==> config.mk <==
export PLATFORM = sky130hd
export DESIGN_NAME = tdcu_top
export DESIGN_NICKNAME = d
export VERILOG_FILES = /design/src/logic/tdcu_pkg.sv /design/src/logic/tdcu_trigger.sv /design/src/logic/tdcu_top.sv
export VERILOG_INCLUDE_DIRS = /design/src /design/src/logic
export SDC_FILE = /design/constraint.sdc
export NUM_CORES = 1
export LEC_CHECK = 0
export BUFFER_PORTS_ARGS = -buffer_cell sky130_fd_sc_hd__buf_2
export CELL_PAD_IN_SITES_DETAIL_PLACEMENT = 1
export CELL_PAD_IN_SITES_GLOBAL_PLACEMENT = 1
export CORE_UTILIZATION = 44
export DETAILED_ROUTE_END_ITERATION = 10
export MAX_ROUTING_LAYER = met4
export PLACE_DENSITY = 0.95
export SLEW_MARGIN = 20
export SYNTH_ARGS = -nofsm -noshare
export SYNTH_HDL_FRONTEND = slang
export SYNTH_SLANG_ARGS = --single-unit
==> constraint.sdc <==
create_clock -name clock_i -period 3.4 [get_ports clock_i]
set_input_delay 0.17 -clock clock_i [delete_from_list [all_inputs] [get_ports clock_i]]
set_output_delay 0.17 -clock clock_i [all_outputs]
set_load 0.05 [all_outputs]
==> src/logic/tdcu_regs.svh <==
`ifndef TDCU_REGS_SVH
`define TDCU_REGS_SVH
// How it works
// - the select index picks which trigger's three data registers the data addresses reach
// - select writes naming a missing trigger are dropped; only legal indices stay
// - first data register: read-only 4-bit type in [31:28], trigger data in [27:0]
// - type codes: 0 none, 1 reserved, 2 address/data match, 3 and up reserved
// - the second and third data registers are full-width read/write windows onto the selected trigger; the first is legalized
// - debug control/status, saved pc and scratch are reachable only in debug mode
// - select is reachable in debug and machine mode; the three data registers too, except from machine mode for a debug-owned trigger
// - the ownership bit gives a trigger to debug mode; only debug code may use it
// - machine-mode access to data registers of a debug-owned trigger is an illegal instruction
// - entering debug mode copies the current pc into the saved debug pc
// - leaving debug mode resumes execution at the saved debug pc
// - a debug-owned trigger reads type zero from machine mode
// - an implemented breakpoint trigger reports type two
// - two breakpoint triggers per hart, shared between debug and machine mode

// ---------------------------------------------------------------
// register addresses in the control-register space
// ---------------------------------------------------------------
`define TDCU_ADDR_SELECT 12'h7A0
`define TDCU_ADDR_DATA_FIRST 12'h7A1
`define TDCU_ADDR_DATA_SECOND 12'h7A2
`define TDCU_ADDR_DATA_THIRD 12'h7A3
`define TDCU_ADDR_DBG_CTRL 12'h7B0
`define TDCU_ADDR_DBG_PC 12'h7B1
`define TDCU_ADDR_DBG_SCRATCH 12'h7B2

// ---------------------------------------------------------------
// first data register field positions
// ---------------------------------------------------------------
`define TDCU_TYPE_MSB 31
`define TDCU_TYPE_LSB 28
`define TDCU_DMODE_BIT 27
`define TDCU_MASKMAX_MSB 26
`define TDCU_MASKMAX_LSB 21
`define TDCU_SELECT_BIT 19
`define TDCU_TIMING_BIT 18
`define TDCU_ACTION_MSB 17
`define TDCU_ACTION_LSB 12
`define TDCU_CHAIN_BIT 11
`define TDCU_MATCH_MSB 10
`define TDCU_MATCH_LSB 7
`define TDCU_PRIV_M_BIT 6
`define TDCU_PRIV_S_BIT 4
`define TDCU_PRIV_U_BIT 3
`define TDCU_EXEC_BIT 2
`define TDCU_STORE_BIT 1
`define TDCU_LOAD_BIT 0

// ---------------------------------------------------------------
// values and reset values
// ---------------------------------------------------------------
`define TDCU_TYPE_NONE 4'h0
`define TDCU_TYPE_MATCH 4'h2
`define TDCU_MASKMAX_VAL 6'h04
`define TDCU_ACTION_MAX 6'h01
`define TDCU_NUM_TRIG 2
`define TDCU_DBG_CTRL_RST 32'h00000000
`define TDCU_DBG_PC_RST 32'h00000000
`define TDCU_DBG_SCRATCH_RST 32'h00000000
`define TDCU_TRIG_DATA_RST 32'h00000000
`endif

==> src/logic/tdcu_pkg.sv <==
package tdcu_pkg;

  // ---------------------------------------------------------------
  // types
  // ---------------------------------------------------------------
  typedef enum logic {
    TDCU_RUN,
    TDCU_HALTED
  } tdcu_mode_e;

  typedef struct packed {
    logic valid;
    logic write;
    logic [11:0] addr;
    logic [31:0] wdata;
  } tdcu_req_s;

  typedef struct packed {
    logic ack;
    logic hit;
    logic illegal;
    logic [31:0] rdata;
  } tdcu_rsp_s;

  typedef struct packed {
    logic dmode;
    logic [5:0] action;
    logic chain;
    logic [3:0] match;
    logic priv_m;
    logic priv_s;
    logic priv_u;
    logic exec;
    logic store;
    logic load;
  } tdcu_ctrl_s;

endpackage : tdcu_pkg

==> src/logic/tdcu_trigger.sv <==
`timescale 1ns/10ps
`include "tdcu_regs.svh"

module tdcu_trigger (
  input wire logic clock_i,
  input wire logic rst_n_i,
  input wire logic wr_ctrl_i,
  input wire logic wr_addr_i,
  input wire logic wr_third_i,
  input wire logic debug_mode_i,
  input wire logic [31:0] wdata_i,
  output tdcu_pkg::tdcu_ctrl_s ctrl_o,
  output logic [31:0] ctrl_word_o,
  output logic [31:0] addr_o,
  output logic [31:0] third_o
);

  // ---------------------------------------------------------------
  // legalized control value
  // ---------------------------------------------------------------
  tdcu_pkg::tdcu_ctrl_s next_ctrl;
  wire [5:0] wr_action = wdata_i[`TDCU_ACTION_MSB:`TDCU_ACTION_LSB];
  wire action_ok = (wr_action <= `TDCU_ACTION_MAX);
  // only debug code may hand the trigger to debug mode or take it back
  wire next_dmode = debug_mode_i ? wdata_i[`TDCU_DMODE_BIT] : ctrl_o.dmode;

  assign next_ctrl = '{
    dmode: next_dmode,
    action: action_ok ? wr_action : ctrl_o.action,
    chain: wdata_i[`TDCU_CHAIN_BIT],
    match: wdata_i[`TDCU_MATCH_MSB:`TDCU_MATCH_LSB],
    priv_m: wdata_i[`TDCU_PRIV_M_BIT],
    priv_s: wdata_i[`TDCU_PRIV_S_BIT],
    priv_u: wdata_i[`TDCU_PRIV_U_BIT],
    exec: wdata_i[`TDCU_EXEC_BIT],
    store: wdata_i[`TDCU_STORE_BIT],
    load: wdata_i[`TDCU_LOAD_BIT]
  };

  // reserved, timing and select bits read zero; type and maskmax are fixed
  assign ctrl_word_o = {`TDCU_TYPE_MATCH, ctrl_o.dmode, `TDCU_MASKMAX_VAL, 1'b0, 1'b0, 1'b0,
                        ctrl_o.action, ctrl_o.chain, ctrl_o.match, ctrl_o.priv_m, 1'b0,
                        ctrl_o.priv_s, ctrl_o.priv_u, ctrl_o.exec, ctrl_o.store,
                        ctrl_o.load};

  // ---------------------------------------------------------------
  // storage
  // ---------------------------------------------------------------
  always_ff @(posedge clock_i) begin
    if (!rst_n_i) begin
      ctrl_o <= '0;
    end else if (wr_ctrl_i) begin
      ctrl_o <= next_ctrl;
    end
  end

  always_ff @(posedge clock_i) begin
    if (!rst_n_i) begin
      addr_o <= `TDCU_TRIG_DATA_RST;
    end else if (wr_addr_i) begin
      addr_o <= wdata_i;
    end
  end

  always_ff @(posedge clock_i) begin
    if (!rst_n_i) begin
      third_o <= `TDCU_TRIG_DATA_RST;
    end else if (wr_third_i) begin
      third_o <= wdata_i;
    end
  end

endmodule : tdcu_trigger

==> src/logic/tdcu_top.sv <==
`timescale 1ns/10ps
`include "tdcu_regs.svh"

module tdcu_top #(
  parameter int NUM_TRIG = `TDCU_NUM_TRIG
) (
  input wire logic clock_i,
  input wire logic rst_n_i,
  input tdcu_pkg::tdcu_req_s req_i,
  input wire logic debug_enter_i,
  input wire logic debug_exit_i,
  input wire logic [31:0] pc_i,
  output tdcu_pkg::tdcu_rsp_s rsp_o,
  output logic debug_mode_o,
  output logic resume_o,
  output logic [31:0] resume_pc_o,
  output logic [31:0] debug_ctrl_o,
  output logic [NUM_TRIG*32-1:0] trig_ctrl_o,
  output logic [NUM_TRIG*32-1:0] trig_addr_o
);

  localparam int IDXW = (NUM_TRIG > 1) ? $clog2(NUM_TRIG) : 1;

  // ---------------------------------------------------------------
  // state
  // ---------------------------------------------------------------
  tdcu_pkg::tdcu_mode_e mode;
  tdcu_pkg::tdcu_mode_e next_mode;
  logic [IDXW-1:0] select_index;
  logic [31:0] debug_pc;
  logic [31:0] debug_scratch;
  tdcu_pkg::tdcu_rsp_s next_rsp;

  // ---------------------------------------------------------------
  // per-trigger bank
  // ---------------------------------------------------------------
  logic [31:0] bank_ctrl_word [NUM_TRIG];
  logic [31:0] bank_addr [NUM_TRIG];
  logic [31:0] bank_third [NUM_TRIG];
  logic [NUM_TRIG-1:0] bank_dmode;
  logic [NUM_TRIG-1:0] bank_wr_ctrl;
  logic [NUM_TRIG-1:0] bank_wr_addr;
  logic [NUM_TRIG-1:0] bank_wr_third;

  // ---------------------------------------------------------------
  // address decode
  // ---------------------------------------------------------------
  wire in_debug = (mode == tdcu_pkg::TDCU_HALTED);
  wire [11:0] addr = req_i.addr;
  wire hit_select = (addr == `TDCU_ADDR_SELECT);
  wire hit_first = (addr == `TDCU_ADDR_DATA_FIRST);
  wire hit_second = (addr == `TDCU_ADDR_DATA_SECOND);
  wire hit_third = (addr == `TDCU_ADDR_DATA_THIRD);
  wire hit_dbg_ctrl = (addr == `TDCU_ADDR_DBG_CTRL);
  wire hit_dbg_pc = (addr == `TDCU_ADDR_DBG_PC);
  wire hit_dbg_scratch = (addr == `TDCU_ADDR_DBG_SCRATCH);
  wire hit_data = hit_first | hit_second | hit_third;
  wire hit_dbg_only = hit_dbg_ctrl | hit_dbg_pc | hit_dbg_scratch;
  wire hit_any = hit_select | hit_data | hit_dbg_only;

  // ---------------------------------------------------------------
  // access checks
  // ---------------------------------------------------------------
  wire sel_dmode = bank_dmode[select_index];
  // machine mode loses the trigger once debug mode owns it
  wire sel_hidden = sel_dmode & ~in_debug;
  wire bad_dbg = hit_dbg_only & ~in_debug;
  wire bad_data = hit_data & sel_hidden;
  wire illegal = req_i.valid & (bad_dbg | bad_data);
  wire do_write = req_i.valid & req_i.write & hit_any & ~(bad_dbg | bad_data);

  // ---------------------------------------------------------------
  // select index legalization
  // ---------------------------------------------------------------
  wire sel_legal = (req_i.wdata < 32'(NUM_TRIG));
  wire wr_select = do_write & hit_select & sel_legal;
  wire [IDXW-1:0] wr_index = req_i.wdata[IDXW-1:0];

  // ---------------------------------------------------------------
  // bank instances and their write strobes
  // ---------------------------------------------------------------
  genvar g;
  generate
    for (g = 0; g < NUM_TRIG; g++) begin : g_trig
      tdcu_pkg::tdcu_ctrl_s ctrl;
      wire picked = (select_index == IDXW'(g));
      assign bank_wr_ctrl[g] = do_write & hit_first & picked;
      assign bank_wr_addr[g] = do_write & hit_second & picked;
      assign bank_wr_third[g] = do_write & hit_third & picked;
      assign bank_dmode[g] = ctrl.dmode;
      assign trig_ctrl_o[g*32 +: 32] = bank_ctrl_word[g];
      assign trig_addr_o[g*32 +: 32] = bank_addr[g];
      tdcu_trigger u_trig (
        .clock_i(clock_i),
        .rst_n_i(rst_n_i),
        .wr_ctrl_i(bank_wr_ctrl[g]),
        .wr_addr_i(bank_wr_addr[g]),
        .wr_third_i(bank_wr_third[g]),
        .debug_mode_i(in_debug),
        .wdata_i(req_i.wdata),
        .ctrl_o(ctrl),
        .ctrl_word_o(bank_ctrl_word[g]),
        .addr_o(bank_addr[g]),
        .third_o(bank_third[g])
      );
    end
  endgenerate

  // ---------------------------------------------------------------
  // read data selection
  // ---------------------------------------------------------------
  wire [31:0] sel_ctrl_word = bank_ctrl_word[select_index];
  wire [31:0] sel_addr = bank_addr[select_index];
  wire [31:0] sel_third = bank_third[select_index];
  // a hidden trigger reads type zero with all data zero
  wire [31:0] first_view = sel_hidden ? {`TDCU_TYPE_NONE, 28'h0000000} : sel_ctrl_word;
  wire [31:0] select_view = {{(32 - IDXW){1'b0}}, select_index};

  wire [31:0] rd_value =
    hit_select ? select_view :
    hit_first ? first_view :
    hit_second ? sel_addr :
    hit_third ? sel_third :
    hit_dbg_ctrl ? debug_ctrl_o :
    hit_dbg_pc ? debug_pc :
    hit_dbg_scratch ? debug_scratch :
    32'h00000000;

  // faulting accesses return zero so nothing leaks to machine mode
  assign next_rsp = '{
    ack: req_i.valid,
    hit: req_i.valid & hit_any,
    illegal: illegal,
    rdata: (req_i.valid & ~illegal) ? rd_value : 32'h00000000
  };

  // ---------------------------------------------------------------
  // debug mode sequencing
  // ---------------------------------------------------------------
  wire enter_now = (mode == tdcu_pkg::TDCU_RUN) & debug_enter_i;
  wire leave_now = (mode == tdcu_pkg::TDCU_HALTED) & debug_exit_i;

  always_comb begin
    next_mode = mode;
    case (mode)
      tdcu_pkg::TDCU_RUN: begin
        if (debug_enter_i) begin
          next_mode = tdcu_pkg::TDCU_HALTED;
        end
      end
      tdcu_pkg::TDCU_HALTED: begin
        if (debug_exit_i) begin
          next_mode = tdcu_pkg::TDCU_RUN;
        end
      end
      default: begin
        next_mode = tdcu_pkg::TDCU_RUN;
      end
    endcase
  end

  always_ff @(posedge clock_i) begin
    if (!rst_n_i) begin
      mode <= tdcu_pkg::TDCU_RUN;
      debug_mode_o <= 1'b0;
    end else begin
      mode <= next_mode;
      debug_mode_o <= (next_mode == tdcu_pkg::TDCU_HALTED);
    end
  end

  // ---------------------------------------------------------------
  // resume request toward the pipeline
  // ---------------------------------------------------------------
  always_ff @(posedge clock_i) begin
    if (!rst_n_i) begin
      resume_o <= 1'b0;
      resume_pc_o <= `TDCU_DBG_PC_RST;
    end else begin
      resume_o <= leave_now;
      if (leave_now) begin
        resume_pc_o <= debug_pc;
      end
    end
  end

  // ---------------------------------------------------------------
  // saved pc
  // ---------------------------------------------------------------
  always_ff @(posedge clock_i) begin
    if (!rst_n_i) begin
      debug_pc <= `TDCU_DBG_PC_RST;
    end else if (enter_now) begin
      debug_pc <= pc_i;
    end else if (do_write & hit_dbg_pc) begin
      debug_pc <= req_i.wdata;
    end
  end

  // ---------------------------------------------------------------
  // debug control/status and scratch
  // ---------------------------------------------------------------
  always_ff @(posedge clock_i) begin
    if (!rst_n_i) begin
      debug_ctrl_o <= `TDCU_DBG_CTRL_RST;
    end else if (do_write & hit_dbg_ctrl) begin
      debug_ctrl_o <= req_i.wdata;
    end
  end

  always_ff @(posedge clock_i) begin
    if (!rst_n_i) begin
      debug_scratch <= `TDCU_DBG_SCRATCH_RST;
    end else if (do_write & hit_dbg_scratch) begin
      debug_scratch <= req_i.wdata;
    end
  end

  // ---------------------------------------------------------------
  // select index
  // ---------------------------------------------------------------
  always_ff @(posedge clock_i) begin
    if (!rst_n_i) begin
      select_index <= '0;
    end else if (wr_select) begin
      select_index <= wr_index;
    end
  end

  // ---------------------------------------------------------------
  // registered answer
  // ---------------------------------------------------------------
  always_ff @(posedge clock_i) begin
    if (!rst_n_i) begin
      rsp_o <= '0;
    end else begin
      rsp_o <= next_rsp;
    end
  end

endmodule : tdcu_top

# After elaboration in Yosys (flattened, before gate mapping)
# Index checks and enable logic that the tools add are counted.
[classes]
order_cmp = 4
n_reduce_logical = 7
n_eq_ne = 7
n_bitwise = 39
muxes = 24
[ops]
columns = ["op", "count"]
rows = [
  ["32-bit two-way mux", 17],
  ["12-bit by 11-bit equality test with 1-bit output, second input constant", 7],
  ["32-bit by 2-bit less-than comparator with 1-bit output, second input constant", 1],
  ["28-bit two-way mux", 1],
  ["1-bit bitwise AND", 25],
  ["2-bit AND reduction", 5],
  ["1-bit bitwise OR", 7],
  ["6-bit by 1-bit less-or-equal comparator with 1-bit output, second input constant", 1],
  ["1-bit NOT", 6],
  ["1-bit two-way mux", 5],
  ["3-bit OR reduction", 1],
  ["2-bit >= comparator, second input constant", 1],
  ["1-bit by 2-bit less-than comparator with 1-bit output, second input constant", 1],
  ["1-bit NOT with 2-bit output", 1],
  ["1-bit case mux with 2 select lines", 1],
  ["2-bit nonzero test", 1],
]
[word_totals]
out_inout_bits = 229
regBits = 330

# Logic depth before layout (Yosys ltp)
# Gate-level depths: netlist (run 1).
[depth]
ltp_word = 10
depth_mapped = 8
depth_no_buf = 5

# Hierarchy
# A second synthesis (run 1) with hierarchy kept.
[hier_totals]
cells_unflattened = 1677
area_unflattened_um2 = 15426.0
[modules_own_cells]
columns = ["module", "n_inst", "area_per_inst_um2", "seq_area_each_um2", "cells_each"]
rows = [
  ["tdcu_top", 1, 8852.2, 3323.2, 1079],
  ["tdcu_trigger", 2, 3286.9, 1641.6, 299],
]

# Worst setup path before layout (run 1)
# No wires, ideal clock.
[synth_timing]
kind = "reg2reg"
start = "register g_trig[0].u_trig.ctrl_o[17] (netlist name)"
end = "register g_trig[1].u_trig.third_o[12]"
t_arrival_ns = 2.103
stages_incl_launch_ff = 8
setup_time_ns = 0.125
path_slack_ns = 1.172
path_buffers = 2
cell_sequence = "dfxtp_1 -> mux2_4 -> a21oi_4 -> o211ai_4 -> or4_1 -> buf_2 -> buf_6 -> mux2i_1"
[synth_via]
elab_chain_cells = 9
[synth_lines]
columns = ["item", "line_no", "text"]
rows = [
  ["from (decl)", "tdcu_trigger.sv:12", "output tdcu_pkg::tdcu_ctrl_s ctrl_o,"],
  ["from (signal assigned)", "tdcu_trigger.sv:53", "ctrl_o <= next_ctrl;"],
  ["1-bit two-way mux (not written as such) (2 in a row)", "tdcu_top.sv:64", "wire sel_dmode = bank_dmode[select_index];"],
  ["1-bit bitwise AND", "tdcu_top.sv:66", "wire sel_hidden = sel_dmode & ~in_debug;"],
  ["1-bit bitwise AND", "tdcu_top.sv:68", "wire bad_data = hit_data & sel_hidden;"],
  ["1-bit bitwise OR", "tdcu_top.sv:70", "wire do_write = req_i.valid & req_i.write & hit_any & ~(bad_dbg | bad_data);"],
  ["1-bit NOT", "tdcu_top.sv:70", ""],
  ["1-bit bitwise AND", "tdcu_top.sv:70", ""],
  ["1-bit bitwise AND (2 in a row)", "tdcu_top.sv:89", "assign bank_wr_third[g] = do_write & hit_third & picked;"],
  ["to (signal assigned)", "tdcu_trigger.sv:67", "third_o <= `TDCU_TRIG_DATA_RST;"],
  ["to (signal assigned)", "tdcu_trigger.sv:69", "third_o <= wdata_i;"],
  ["to (decl)", "tdcu_trigger.sv:15", "output logic [31:0] third_o"],
]
# No other way between the ends. The select of a mux whose other input is x is not followed.
# A chain may end at the register's enable or synchronous reset.

# Worst setup path in the final report (run 1)
[layout_timing]
start = "register select_index (netlist: g_trig[1].picked)"
end = "register g_trig[1].u_trig.third_o[13]"
[layout_via]
elab_chain_cells = 9
[layout_lines]
columns = ["item", "line_no", "text"]
rows = [
  ["from (decl)", "tdcu_top.sv:29", "logic [IDXW-1:0] select_index;"],
  ["from (signal assigned)", "tdcu_top.sv:226", "select_index <= wr_index;"],
  ["1-bit two-way mux (not written as such) (2 in a row)", "tdcu_top.sv:64", ""],
  ["1-bit bitwise AND", "tdcu_top.sv:66", ""],
  ["1-bit bitwise AND", "tdcu_top.sv:68", ""],
  ["1-bit bitwise OR", "tdcu_top.sv:70", ""],
  ["1-bit NOT", "tdcu_top.sv:70", ""],
  ["1-bit bitwise AND", "tdcu_top.sv:70", ""],
  ["1-bit bitwise AND", "tdcu_top.sv:89", ""],
  ["1-bit bitwise AND (*)", "tdcu_top.sv:89", ""],
]
# Mark *: on every way between the ends. The rest lies on a longest branch, timed or not. The select of a mux whose other input is x is not followed.

==> results.json, run 1 <==
{
  "route.antenna.remaining_nets": 0,
  "max_slew_margin_pct": 38.1,
  "hold_viol": 0,
  "tritoncts": "yes",
  "minimum_clock_period_after_layout_ps": 2850,
  "synth.top_cell.area_share_pct": 47.0,
  "first_pass_grt_wire_length_mm": 91.7,
  "crit_path_start": "g_trig[1].picked$_SDFFE_PN0P_",
  "synthArstFlopShare_pct": 0,
  "synth_enable_flop_cells": 0,
  "core_area_um2": 31500,
  "count_of_vias_placed_by_the_detailed_router": 13700,
  "fmax_mhz": 351,
  "synth-compound-area-share_pct": 13.4,
  "post-dp-hpwl_mm": 37.6,
  "setup_tns_ps": 0,
  "tritoncts_num_sinks": 330,
  "timing.critical_path.required_ps": 3840,
  "multiInputGateArea_um2": 6930,
  "cts_made_buffers": 36,
  "vdd_drop_max_v": 0.000429,
  "synth-adder-area-share_pct": 0,
  "setup_violations": 0,
  "yosysWarnings": 0,
  "gp_congestion": 0.901,
  "yosys-mux-area-fraction_pct": 20.2,
  "cts_setup_buffers": 0,
  "rrSetupSlack_ps": 550,
  "grt_remaining_overflow": 0,
  "finish.net_count": 1812,
  "globalRouteTotalUtil_pct": 37.9,
  "worstPathBufferInverterCount": 1,
  "run_status": "complete, no violations",
  "netlist_instances": 1473,
  "ys.flop_type": "sky130_fd_sc_hd__dfxtp_1",
  "average_wire_per_standard_cell_um": 28.2,
  "critPathTopFamily": "simple AND/OR/NAND/NOR gates",
  "synth.largest_area_cell": "sky130_fd_sc_hd__dfxtp_1",
  "worst-endpoint-arrival_ps": 3290,
  "synth_top_family_by_area": "multiplexers",
  "yosysSeqAreaShare_pct": 47.0,
  "drv_cap": 0,
  "insertion_delay_ps": 530,
  "cp_cell_sequence": "mux2_4 > a21oi_4 > o211ai_4 > or4_2 > buf_12 > mux2i_1",
  "clkSlewWorstSetupHoldPaths_ps": 70,
  "worst_clock_skew_ps": 24.3,
  "total_die_area_um2": 32700,
  "worstSetupEndpoint": "g_trig[1].u_trig.third_o[13]$_SDFFE_PN0P_",
  "pin_slew_with_the_least_headroom_to_its_limit_ps": 922,
  "synth_most_common_cell": "sky130_fd_sc_hd__dfxtp_1",
  "layout-drive-gt1-share_pct": 25.5,
  "path_max_fanout": 21,
  "critical_path.reg2reg.endpoint": "g_trig[1].u_trig.third_o[13]$_SDFFE_PN0P_",
  "path_length_in_cells_of_the_critical_path": 6,
  "utilization_pct": 54.8,
  "ioPinCount": 311,
  "chipWidth_um": 181,
  "floorplan.rows": 65,
  "post_route_hold_slack_ps": 2.54,
  "yosysUniqueCellTypes": 60,
  "syn-mean-instance-area_um2": 9.54,
  "crit_path_start_kind": "register",
  "syn2layout_area_growth_pct": 22.8,
  "totalWireLength_mm": 61.0,
  "yosys-top-cells-count": "330 x sky130_fd_sc_hd__dfxtp_1, 249 x sky130_fd_sc_hd__mux2i_1, 229 x sky130_fd_sc_hd__nand2_1, 85 x sky130_fd_sc_hd__clkbuf_1, 70 x sky130_fd_sc_hd__nand3_1",
  "maxSlewViolCount": 0,
  "slowest_delay_ps": 970,
  "power.total_w": 0.00878,
  "post-route-drc-count": 0,
  "layout.area.seq_um2": 6610,
  "cts-root-buf": "sky130_fd_sc_hd__clkbuf_16",
  "io_buffers": 282,
  "syn_area_um2": 14100,
  "synth.ff_latch_count": 330,
  "cts-hold-fix-buffers": 9,
  "leakage_nw": 7.30,
  "r2r_cells": 6,
  "synth_simple_gate_area_share_pct": 14.1,
  "cts_max_path_buffers": 3,
  "critical_path.endpoint_type": "register",
  "number_of_iterations_in_the_first_detailed_routing_pass": 8,
  "viasPerCell": 6.35,
  "timing.rr.start": "g_trig[1].picked$_SDFFE_PN0P_",
  "grt_pass1_vias": 14800,
  "rsz_0062_raised_after_global_routing": "no",
  "cts-resized-gates": 0,
  "min_path_type": "in -> reg",
  "starting_utilization_of_the_core_area_pct": 44.6,
  "crit_path_top_delay_cell": "sky130_fd_sc_hd__or4_2",
  "power.density_cell_area_nw_per_um2": 509,
  "synth.area.top_cells": "sky130_fd_sc_hd__dfxtp_1 47%, sky130_fd_sc_hd__mux2i_1 18%, sky130_fd_sc_hd__nand2_1 6.1%, sky130_fd_sc_hd__a211oi_1 2.7%, sky130_fd_sc_hd__nand3_1 2.5%",
  "number_of_antenna_violations_at_the_first_check_in_global_routing": 3,
  "die_height_um": 181,
  "pin_count_of_the_biggest_net_entering_global_routing": 69,
  "xor_xnor_fraction_of_synth_area_pct": 0,
  "detailedRoute.firstIterationViolations": 1609,
  "tcrit_tclk_final_pct": 83.9,
  "timing.setup.critical_path_class": "reg -> reg",
  "clock_tree.htree_level_count": 2,
  "n_fill_cell": 3555
}
[kinds of logic after synthesis]
kind of cell,Yosys count
AO/OA/AOI/OAI,265
buffers and inverters,155
flip-flops,330
multiplexers,279
other,2
AND/OR/NAND/NOR,442
[cells in the final DEF, fill, tap and decap left out, types with 3 or more instances in the layout]
cell type,Yosys,final
sky130_fd_sc_hd__a21oi_1,30,28
sky130_fd_sc_hd__and2_1,6,6
sky130_fd_sc_hd__inv_1,8,8
sky130_fd_sc_hd__clkbuf_16,0,36
sky130_fd_sc_hd__nand2_1,229,229
sky130_fd_sc_hd__clkinv_2,0,5
sky130_fd_sc_hd__nor2b_1,21,20
sky130_fd_sc_hd__clkbuf_1,85,5
sky130_fd_sc_hd__buf_4,28,43
sky130_fd_sc_hd__mux2i_1,249,249
sky130_fd_sc_hd__o2bb2ai_1,3,3
sky130_fd_sc_hd__a22oi_1,18,18
sky130_fd_sc_hd__dlygate4sd3_1,0,9
sky130_fd_sc_hd__o21a_1,17,17
sky130_fd_sc_hd__buf_2,21,281
sky130_fd_sc_hd__nor4_2,2,5
sky130_fd_sc_hd__nor2_1,69,69
sky130_fd_sc_hd__a222oi_1,11,11
sky130_fd_sc_hd__nor3_2,2,3
sky130_fd_sc_hd__clkbuf_8,0,7
sky130_fd_sc_hd__buf_12,0,5
sky130_fd_sc_hd__nor3_1,8,6
sky130_fd_sc_hd__a22o_1,33,33
sky130_fd_sc_hd__a221oi_1,12,12
sky130_fd_sc_hd__nor4_4,1,3
sky130_fd_sc_hd__diode_2,0,4
sky130_fd_sc_hd__o21ai_0,66,66
sky130_fd_sc_hd__mux2_2,29,29
sky130_fd_sc_hd__nand3_1,70,70
sky130_fd_sc_hd__bufinv_16,0,5
sky130_fd_sc_hd__o22ai_1,3,3
sky130_fd_sc_hd__a211oi_1,50,50
sky130_fd_sc_hd__dfxtp_1,330,329
sky130_fd_sc_hd__nor4_1,12,7
sky130_fd_sc_hd__a21boi_0,3,3
sky130_fd_sc_hd__and3_1,4,4
sky130_fd_sc_hd__conb_1,2,28
[area by class of cell]
cell class / instances / area share, %
Inverter: 9 / 0.196
Antenna cell: 4 / 0.0580
Multi-Input combinational cell: 1014 / 40.2
Sequential cell: 330 / 38.3
Clock buffer: 48 / 5.89
Timing Repair Buffer: 339 / 11.2
Tap cell: 402 / 2.92
Clock inverter: 14 / 1.26
[worst min-delay path by stage]
stage,cells after the start,to,start,slack (ps)
after detailed placement,2,in_debug$_SDFF_PN0_,debug_enter_i,430
after CTS,3,debug_pc[18]$_SDFFE_PN0P_,pc_i[18],1
final,3,debug_pc[18]$_SDFFE_PN0P_,pc_i[18],3
after global routing,3,debug_pc[30]$_SDFFE_PN0P_,pc_i[30],10
after floorplan,1,in_debug$_SDFF_PN0_,debug_enter_i,280
after global placement,2,in_debug$_SDFF_PN0_,debug_enter_i,420
[tightest hold or removal path: cells and delay by family]
family	cells	cell delay [ps]
compound gates	1	80
buf+inv	1	100
mux	1	140
[layer usage]
metal	vias to the layer above	track usage, %	wire (um)
met1	6650	42.3	22600
li1	5692	-	-
met5	-	-	0
met4	0	27.9	4990
met3	379	9.05	5450
met2	1005	59.1	27900
[power by group]
group	switching (W)	internal (W)	total, W	leakage (nW)
clock network	0.00168	0.00249	0.00417	0.610
logic	0.000482	0.000169	0.000650	4.03
registers	0.0000505	0.00391	0.00396	2.67
[sequential cells by signal (all words and copies together), names as in the netlist, 32 cells and up]
| name | flops |
|---|---|
| debug_ctrl_o | 32 |
| debug_scratch | 32 |
| g_trig.u_trig.ctrl_o | 36 |
| resume_pc_o | 32 |
| g_trig.u_trig.third_o | 64 |
| debug_pc | 32 |
| g_trig.u_trig.addr_o | 64 |
| rsp_o | 35 |
[per-stage QoR]
| stage | std cells | instance area, um^2 | worst slack, ps |
|---|---|---|---|
| finish | 2160 | 17300 | 548 |
| global route | 2159 | 17300 | 500 |
| CTS | 2156 | 17200 | 593 |
| detailed placement | 2085 | 15900 | 379 |
| global placement | 2085 | 15900 | 709 |
| floorplan | 1499 | 14100 | 1170 |
Note: power is estimated with default switching activity, not from simulation.
==> inputs of run 2 (changes only) <==
--- a/config.mk
+++ b/config.mk
@@ -9,10 +9,10 @@
 export BUFFER_PORTS_ARGS = -buffer_cell sky130_fd_sc_hd__buf_2
 export CELL_PAD_IN_SITES_DETAIL_PLACEMENT = 1
 export CELL_PAD_IN_SITES_GLOBAL_PLACEMENT = 1
-export CORE_UTILIZATION = 44
+export CORE_UTILIZATION = 37
 export DETAILED_ROUTE_END_ITERATION = 10
 export MAX_ROUTING_LAYER = met4
-export PLACE_DENSITY = 0.95
+export PLACE_DENSITY = 0.86
 export SLEW_MARGIN = 20
 export SYNTH_ARGS = -nofsm -noshare
 export SYNTH_HDL_FRONTEND = slang
==> constraint.sdc (replaced) <==
create_clock -name clock_i -period 2.3 [get_ports clock_i]
set_input_delay 0.115 -clock clock_i [delete_from_list [all_inputs] [get_ports clock_i]]
set_output_delay 0.115 -clock clock_i [all_outputs]
set_load 0.05 [all_outputs]
==> results.json, run 2 (synthesis gave the netlist of run 1 again) <==
{
  "run_status": "finished with violations",
  "failed_checks": "hold timing",
  "cts_max_path_buffers": 3,
  "mostFrequentLayoutCells": "328 x sky130_fd_sc_hd__dfxtp_1, 281 x sky130_fd_sc_hd__buf_2, 247 x sky130_fd_sc_hd__mux2i_1, 229 x sky130_fd_sc_hd__nand2_1, 70 x sky130_fd_sc_hd__nand3_1",
  "gp_congestion": 0.910,
  "die_height_um": 197,
  "average_wire_per_standard_cell_um": 25.2,
  "cts_made_buffers": 38,
  "hold_viol": 1,
  "fmax_mhz": 436,
  "setup_violations": 0,
  "clock_tree.htree_level_count": 2,
  "final_common_cell": "sky130_fd_sc_hd__dfxtp_1",
  "io_buffers": 282,
  "max_slew_margin_pct": 48.7,
  "grt_pass1_vias": 14000,
  "power.switching_w": 0.00332,
  "timing.setup.critical_path_class": "reg -> reg",
  "worstPathBufferInverterCount": 1,
  "number_of_iterations_in_the_first_detailed_routing_pass": 6,
  "dp_slack_ps": -74.5,
  "path_max_fanout": 32,
  "starting_utilization_of_the_core_area_pct": 37.5,
  "leakage_nw": 7.68,
  "route.antenna.remaining_nets": 0,
  "tcrit_tclk_final_pct": 99.8,
  "cell_internal_pwr_w": 0.00977,
  "wl_met1_mm": 23.3,
  "number_of_antenna_violations_at_the_first_check_in_global_routing": 1,
  "layout-drive-gt1-share_pct": 25.8,
  "grt_remaining_overflow": 0,
  "biggestRegsByFlops": "g_trig.u_trig.addr_o (64), g_trig.u_trig.third_o (64), g_trig.u_trig.ctrl_o (36)",
  "pin_slew_with_the_least_headroom_to_its_limit_ps": 770,
  "insertion_delay_ps": 540,
  "maxSlewViolCount": 0,
  "cp_cell_sequence": "mux2_4 > a21oi_4 > o211ai_4 > or4_2 > buf_12 > mux2i_1",
  "post-route-drc-count": 0,
  "seq_power_share_pct": 44.7,
  "setup_ws_ps": 5.19,
  "power.density_cell_area_nw_per_um2": 716,
  "critical_path.endpoint_type": "register",
  "crit_path_top_delay_cell": "sky130_fd_sc_hd__or4_2",
  "combPwrFrac_pct": 8.3,
  "drv_cap": 0,
  "tritoncts": "yes",
  "top_layer": "met4",
  "met3WireLength_mm": 4.46,
  "met2_length_mm": 27.7,
  "pwr-share-clk_pct": 47.0,
  "post-dp-hpwl_mm": 37.1,
  "ioPinCount": 311,
  "pin_count_of_the_biggest_net_entering_global_routing": 92,
  "count_of_vias_placed_by_the_detailed_router": 13400,
  "chipWidth_um": 197,
  "worst_clock_skew_ps": 27.5,
  "viasPerCell": 5.71,
  "clkSlewWorstSetupHoldPaths_ps": 70,
  "finish.net_count": 1887,
  "min_path_type": "in -> reg",
  "worst-endpoint-arrival_ps": 2740,
  "total_die_area_um2": 38800,
  "utilization_pct": 48.8,
  "globalRouteTotalUtil_pct": 30.5,
  "crit_path_start_kind": "register",
  "critPathTopFamily": "simple AND/OR/NAND/NOR gates",
  "syn2layout_area_growth_pct": 30.2,
  "p_sw_share_pct": 25.4,
  "stdcell_count": 2342,
  "slowest_delay_ps": 660,
  "totalWireLength_mm": 58.9,
  "post_route_hold_slack_ps": -6.70,
  "place.detailed.instances": 2214,
  "tritoncts_num_sinks": 330,
  "timing.critical_path.required_ps": 2750,
  "rsz_0062_raised_after_global_routing": "no",
  "floorplan.rows": 71,
  "vdd_drop_max_v": 0.000412,
  "cts-root-buf": "sky130_fd_sc_hd__clkbuf_16",
  "first_pass_grt_wire_length_mm": 87.2,
  "detailedRoute.firstIterationViolations": 957,
  "core_area_um2": 37500,
  "minimum_clock_period_after_layout_ps": 2290
}
run 2: layer usage:
metal,vias to the layer above,track usage [%]
met1,6598,35.0
met5,-,-
met4,0,17.5
li1,5863,-
met3,226,6.78
met2,680,49.2
run 2: repair_timing:
item                                    4_1_cts  5_1_grt
setup buffers                                 0        1
resized for setup                             2        7
hold buffers                                 59        1
gates cloned                                  0        1
endpoints found under the hold margin        66        1
endpoints found under the setup margin        9       28
run 2: final cells by class:
| class | count | area [um^2] |
|---|---|---|
| Tap cell | 511 | 639 |
| Sequential cell | 330 | 6610 |
| Clock inverter | 10 | 136 |
| Multi-Input combinational cell | 1014 | 6960 |
| Antenna cell | 1 | 2.50 |
| Inverter | 9 | 33.8 |
| Timing Repair Buffer | 412 | 2820 |
| Fill cell | 4267 | 19200 |
| Clock buffer | 55 | 1100 |
run 2: power by group through the flow:
stage | Sequential [W] | Clock, W | Combinational, W
floorplan | 0.00600 | 0 | 0.000536
global placement | 0.00597 | 0 | 0.000913
detailed placement | 0.00597 | 0 | 0.000934
CTS | 0.00585 | 0.00615 | 0.00103
global route | 0.00586 | 0.00646 | 0.00112
finish | 0.00585 | 0.00616 | 0.00108
run 2: worst paths after layout:
kind                                                               start                                       end  slack (ps)  cells past startpoint
worst max register to register  g_trig[1].u_trig.ctrl_o[17]$_SDFFE_PN0P_  g_trig[1].u_trig.third_o[1]$_SDFFE_PN0P_           5                      6
worst min register to register  g_trig[0].u_trig.ctrl_o[16]$_SDFFE_PN0P_  g_trig[0].u_trig.ctrl_o[16]$_SDFFE_PN0P_         440                      2
worst max-delay path            g_trig[1].u_trig.ctrl_o[17]$_SDFFE_PN0P_  g_trig[1].u_trig.third_o[1]$_SDFFE_PN0P_           5                      6
worst min-delay path                                           req_i[29]                 debug_pc[29]$_SDFFE_PN0P_          -7                      3
run 2: through the flow:
step | setup TNS (ps) | power (W) | cell area [um^2] | hold WS (ps)
after floorplan | 0 | 0.00654 | 14100 | 225
after global routing | 0 | 0.0134 | 18300 | 6.29
after global placement | -211 | 0.00688 | 16400 | 327
after detailed placement | -355 | 0.00691 | 16400 | 333
final | 0 | 0.0131 | 18300 | -6.70
after CTS | 0 | 0.0130 | 18200 | 5.28
run 2: tightest hold or removal path, cell delays in order:
cell                       delay, ps
sky130_fd_sc_hd__buf_2           120
sky130_fd_sc_hd__mux2i_1         150
sky130_fd_sc_hd__a211oi_1         90
==> inputs of run 3 (changes only) <==
--- a/config.mk
+++ b/config.mk
@@ -9,10 +9,11 @@
 export BUFFER_PORTS_ARGS = -buffer_cell sky130_fd_sc_hd__buf_2
 export CELL_PAD_IN_SITES_DETAIL_PLACEMENT = 1
 export CELL_PAD_IN_SITES_GLOBAL_PLACEMENT = 1
-export CORE_UTILIZATION = 37
+export CORE_UTILIZATION = 38
+export CTS_BUF_LIST = sky130_fd_sc_hd__clkbuf_4
 export DETAILED_ROUTE_END_ITERATION = 10
 export MAX_ROUTING_LAYER = met4
-export PLACE_DENSITY = 0.86
+export PLACE_DENSITY = 0.87
 export SLEW_MARGIN = 20
 export SYNTH_ARGS = -nofsm -noshare
 export SYNTH_HDL_FRONTEND = slang
==> results.json, run 3 (synthesis gave the netlist of run 1 again) <==
{
  "biggestRegsByFlops": "g_trig.u_trig.addr_o (64), g_trig.u_trig.third_o (64), g_trig.u_trig.ctrl_o (36)",
  "clock_tree.htree_level_count": 3,
  "layout-drive-gt1-share_pct": 28.7,
  "io_buffers": 282,
  "cp_cell_sequence": "mux2i_1 > o2111ai_1 > buf_4 > o41ai_1 > buf_4 > nor2_1",
  "stdcell_count": 2420,
  "timing.critical_path.required_ps": 2980,
  "max_slew_margin_pct": 44.1,
  "die_height_um": 194,
  "crit_path_start_kind": "register",
  "hold_viol": 0,
  "final_common_cell": "sky130_fd_sc_hd__dfxtp_1",
  "run_status": "finished with violations",
  "pin_slew_with_the_least_headroom_to_its_limit_ps": 835,
  "timing.rr.start": "g_trig[1].picked$_SDFFE_PN0P_",
  "grt_pass1_vias": 15100,
  "detailedRoute.firstIterationViolations": 1156,
  "critPathTopFamily": "compound AO/OA/AOI/OAI gates",
  "min_path_type": "in -> reg",
  "totalWireLength_mm": 61.3,
  "first_pass_grt_wire_length_mm": 92.4,
  "viasPerCell": 5.82,
  "minimum_clock_period_after_layout_ps": 2300,
  "hold_start": "req_i[2]",
  "core_area_um2": 36500,
  "route.antenna.remaining_nets": 0,
  "timing.setup.critical_path_class": "reg -> reg",
  "finish.net_count": 1972,
  "tcrit_tclk_final_pct": 100,
  "starting_utilization_of_the_core_area_pct": 38.5,
  "critical-path-top-cell-by-count": "sky130_fd_sc_hd__buf_4",
  "leakage_nw": 7.86,
  "worstPathBufferInverterCount": 2,
  "worst-endpoint-arrival_ps": 2980,
  "whs_path_depth": 4,
  "pin_count_of_the_biggest_net_entering_global_routing": 71,
  "total_die_area_um2": 37700,
  "floorplan.rows": 70,
  "critical_path.endpoint_type": "register",
  "crit_path_top_delay_cell": "sky130_fd_sc_hd__o41ai_1",
  "globalRouteTotalUtil_pct": 33.0,
  "layout.cell_area.non_filler_um2": 18400,
  "failed_checks": "setup timing",
  "post-route-drc-count": 0,
  "fmax_mhz": 435,
  "worst_clock_skew_ps": 57.3,
  "average_wire_per_standard_cell_um": 25.3,
  "critical_path.reg2reg.endpoint": "g_trig[0].u_trig.ctrl_o[16]$_SDFFE_PN0P_",
  "n_fill_cell": 4211,
  "cts_made_buffers": 89,
  "dp_slack_ps": 20.2,
  "count_of_vias_placed_by_the_detailed_router": 14100,
  "cts-root-buf": "sky130_fd_sc_hd__clkbuf_4",
  "chipWidth_um": 194,
  "syn2layout_area_growth_pct": 30.7,
  "top_layer": "met4",
  "rrSetupSlack_ps": -1,
  "clkSlewWorstSetupHoldPaths_ps": 140,
  "number_of_iterations_in_the_first_detailed_routing_pass": 5,
  "grt_remaining_overflow": 0,
  "maxSlewViolCount": 0,
  "number_of_antenna_violations_at_the_first_check_in_global_routing": 6,
  "met3WireLength_mm": 4.73,
  "timing.hold.worst_endpoint": "g_trig[0].u_trig.ctrl_o[2]$_SDFFE_PN0P_",
  "ioPinCount": 311,
  "dpl-instance-area_um2": 16400,
  "insertion_delay_ps": 800,
  "slowest_delay_ps": 700,
  "mostFrequentLayoutCells": "329 x sky130_fd_sc_hd__dfxtp_1, 281 x sky130_fd_sc_hd__buf_2, 249 x sky130_fd_sc_hd__mux2i_1, 229 x sky130_fd_sc_hd__nand2_1, 124 x sky130_fd_sc_hd__clkbuf_4",
  "utilization_pct": 50.3,
  "path_max_fanout": 5,
  "tritoncts_num_sinks": 330,
  "tritoncts": "yes",
  "cts_max_path_buffers": 3,
  "place.detailed.instances": 2183,
  "power.density_cell_area_nw_per_um2": 681,
  "wl_met1_mm": 23.4,
  "met2_length_mm": 29.4,
  "post-dp-hpwl_mm": 37.5,
  "setup_ws_ps": -1.34,
  "drv_cap": 0,
  "gp_congestion": 0.893,
  "r2r_cells": 6,
  "setup_violations": 1,
  "vdd_drop_max_v": 0.000338
}
## run 3: cell count changes in the layout (fill, tap and decap cells not counted), sizes merged
cell / previous run / this run
inv: 10 / 12
clkinv: 6 / 18
clkbuf: 56 / 124
dlygate4sd3: 60 / 81
buf: 351 / 365
diode: 1 / 5
## run 3: layout make-up
class | instances | area [um^2] | area share (%)
diodes | 5 | 12.5 | 0.0681
well taps | 468 | 586 | 3.19
multi-input cells | 1014 | 6950 | 37.8
clock buffers | 124 | 931 | 5.07
inverters | 9 | 33.8 | 0.184
clock inverters | 24 | 180 | 0.981
flip-flops and latches | 330 | 6610 | 36.0
repair buffers | 446 | 3060 | 16.7
## run 3: tightest hold or removal path: stages
cell	delay [ps]
sky130_fd_sc_hd__dlygate4sd3_1	560
sky130_fd_sc_hd__buf_2	170
sky130_fd_sc_hd__nand2_1	80
sky130_fd_sc_hd__a21oi_1	60
## run 3: report_power, final
| part | switching, W | total (W) | internal (W) |
|---|---|---|---|
| clock network | 0.00274 | 0.00555 | 0.00281 |
| registers | 0.0000796 | 0.00586 | 0.00578 |
| logic | 0.000735 | 0.00109 | 0.000359 |
## run 3: how the worst max path moves through the flow
stage | startpoint | endpoint | slack [ps] | depth (start not counted)
floorplan | g_trig[0].u_trig.ctrl_o[17]$_SDFFE_PN0P_ | g_trig[1].u_trig.third_o[12]$_SDFFE_PN0P_ | 70 | 7
CTS | req_i[14] | g_trig[1].picked$_SDFFE_PN0P_ | 2 | 8
finish | g_trig[1].picked$_SDFFE_PN0P_ | g_trig[0].u_trig.ctrl_o[16]$_SDFFE_PN0P_ | -1 | 6
global route | g_trig[1].picked$_SDFFE_PN0P_ | rsp_o[22]$_SDFF_PP0_ | -0.9 | 6
detailed placement | g_trig[1].picked$_SDFFE_PN0P_ | g_trig[1].u_trig.third_o[19]$_SDFFE_PN0P_ | 20 | 6
global placement | g_trig[1].picked$_SDFFE_PN0P_ | g_trig[1].u_trig.third_o[27]$_SDFFE_PN0P_ | 70 | 6
## run 3: repair_timing
item                       4_1_cts  5_1_grt
setup endpoints to repair        0       29
hold buffers                    81        0
resized for setup                0       10
hold endpoints to repair       285        0
setup buffers                    0        3
## run 3: stage by stage
step	TNS, ps	hold slack [ps]	power [W]
detailed placement	0	341	0.00690
global placement	0	339	0.00686
finish	-1.34	224	0.0125
floorplan	0	225	0.00654
CTS	0	142	0.0124
global route	-0.868	213	0.0129
## run 3: routing by layer
metal / up-vias / global-route usage, %
met5: - / -
met4: 0 / 20.9
met3: 292 / 7.43
met2: 863 / 54.0
met1: 6864 / 36.3
li1: 6057 / -
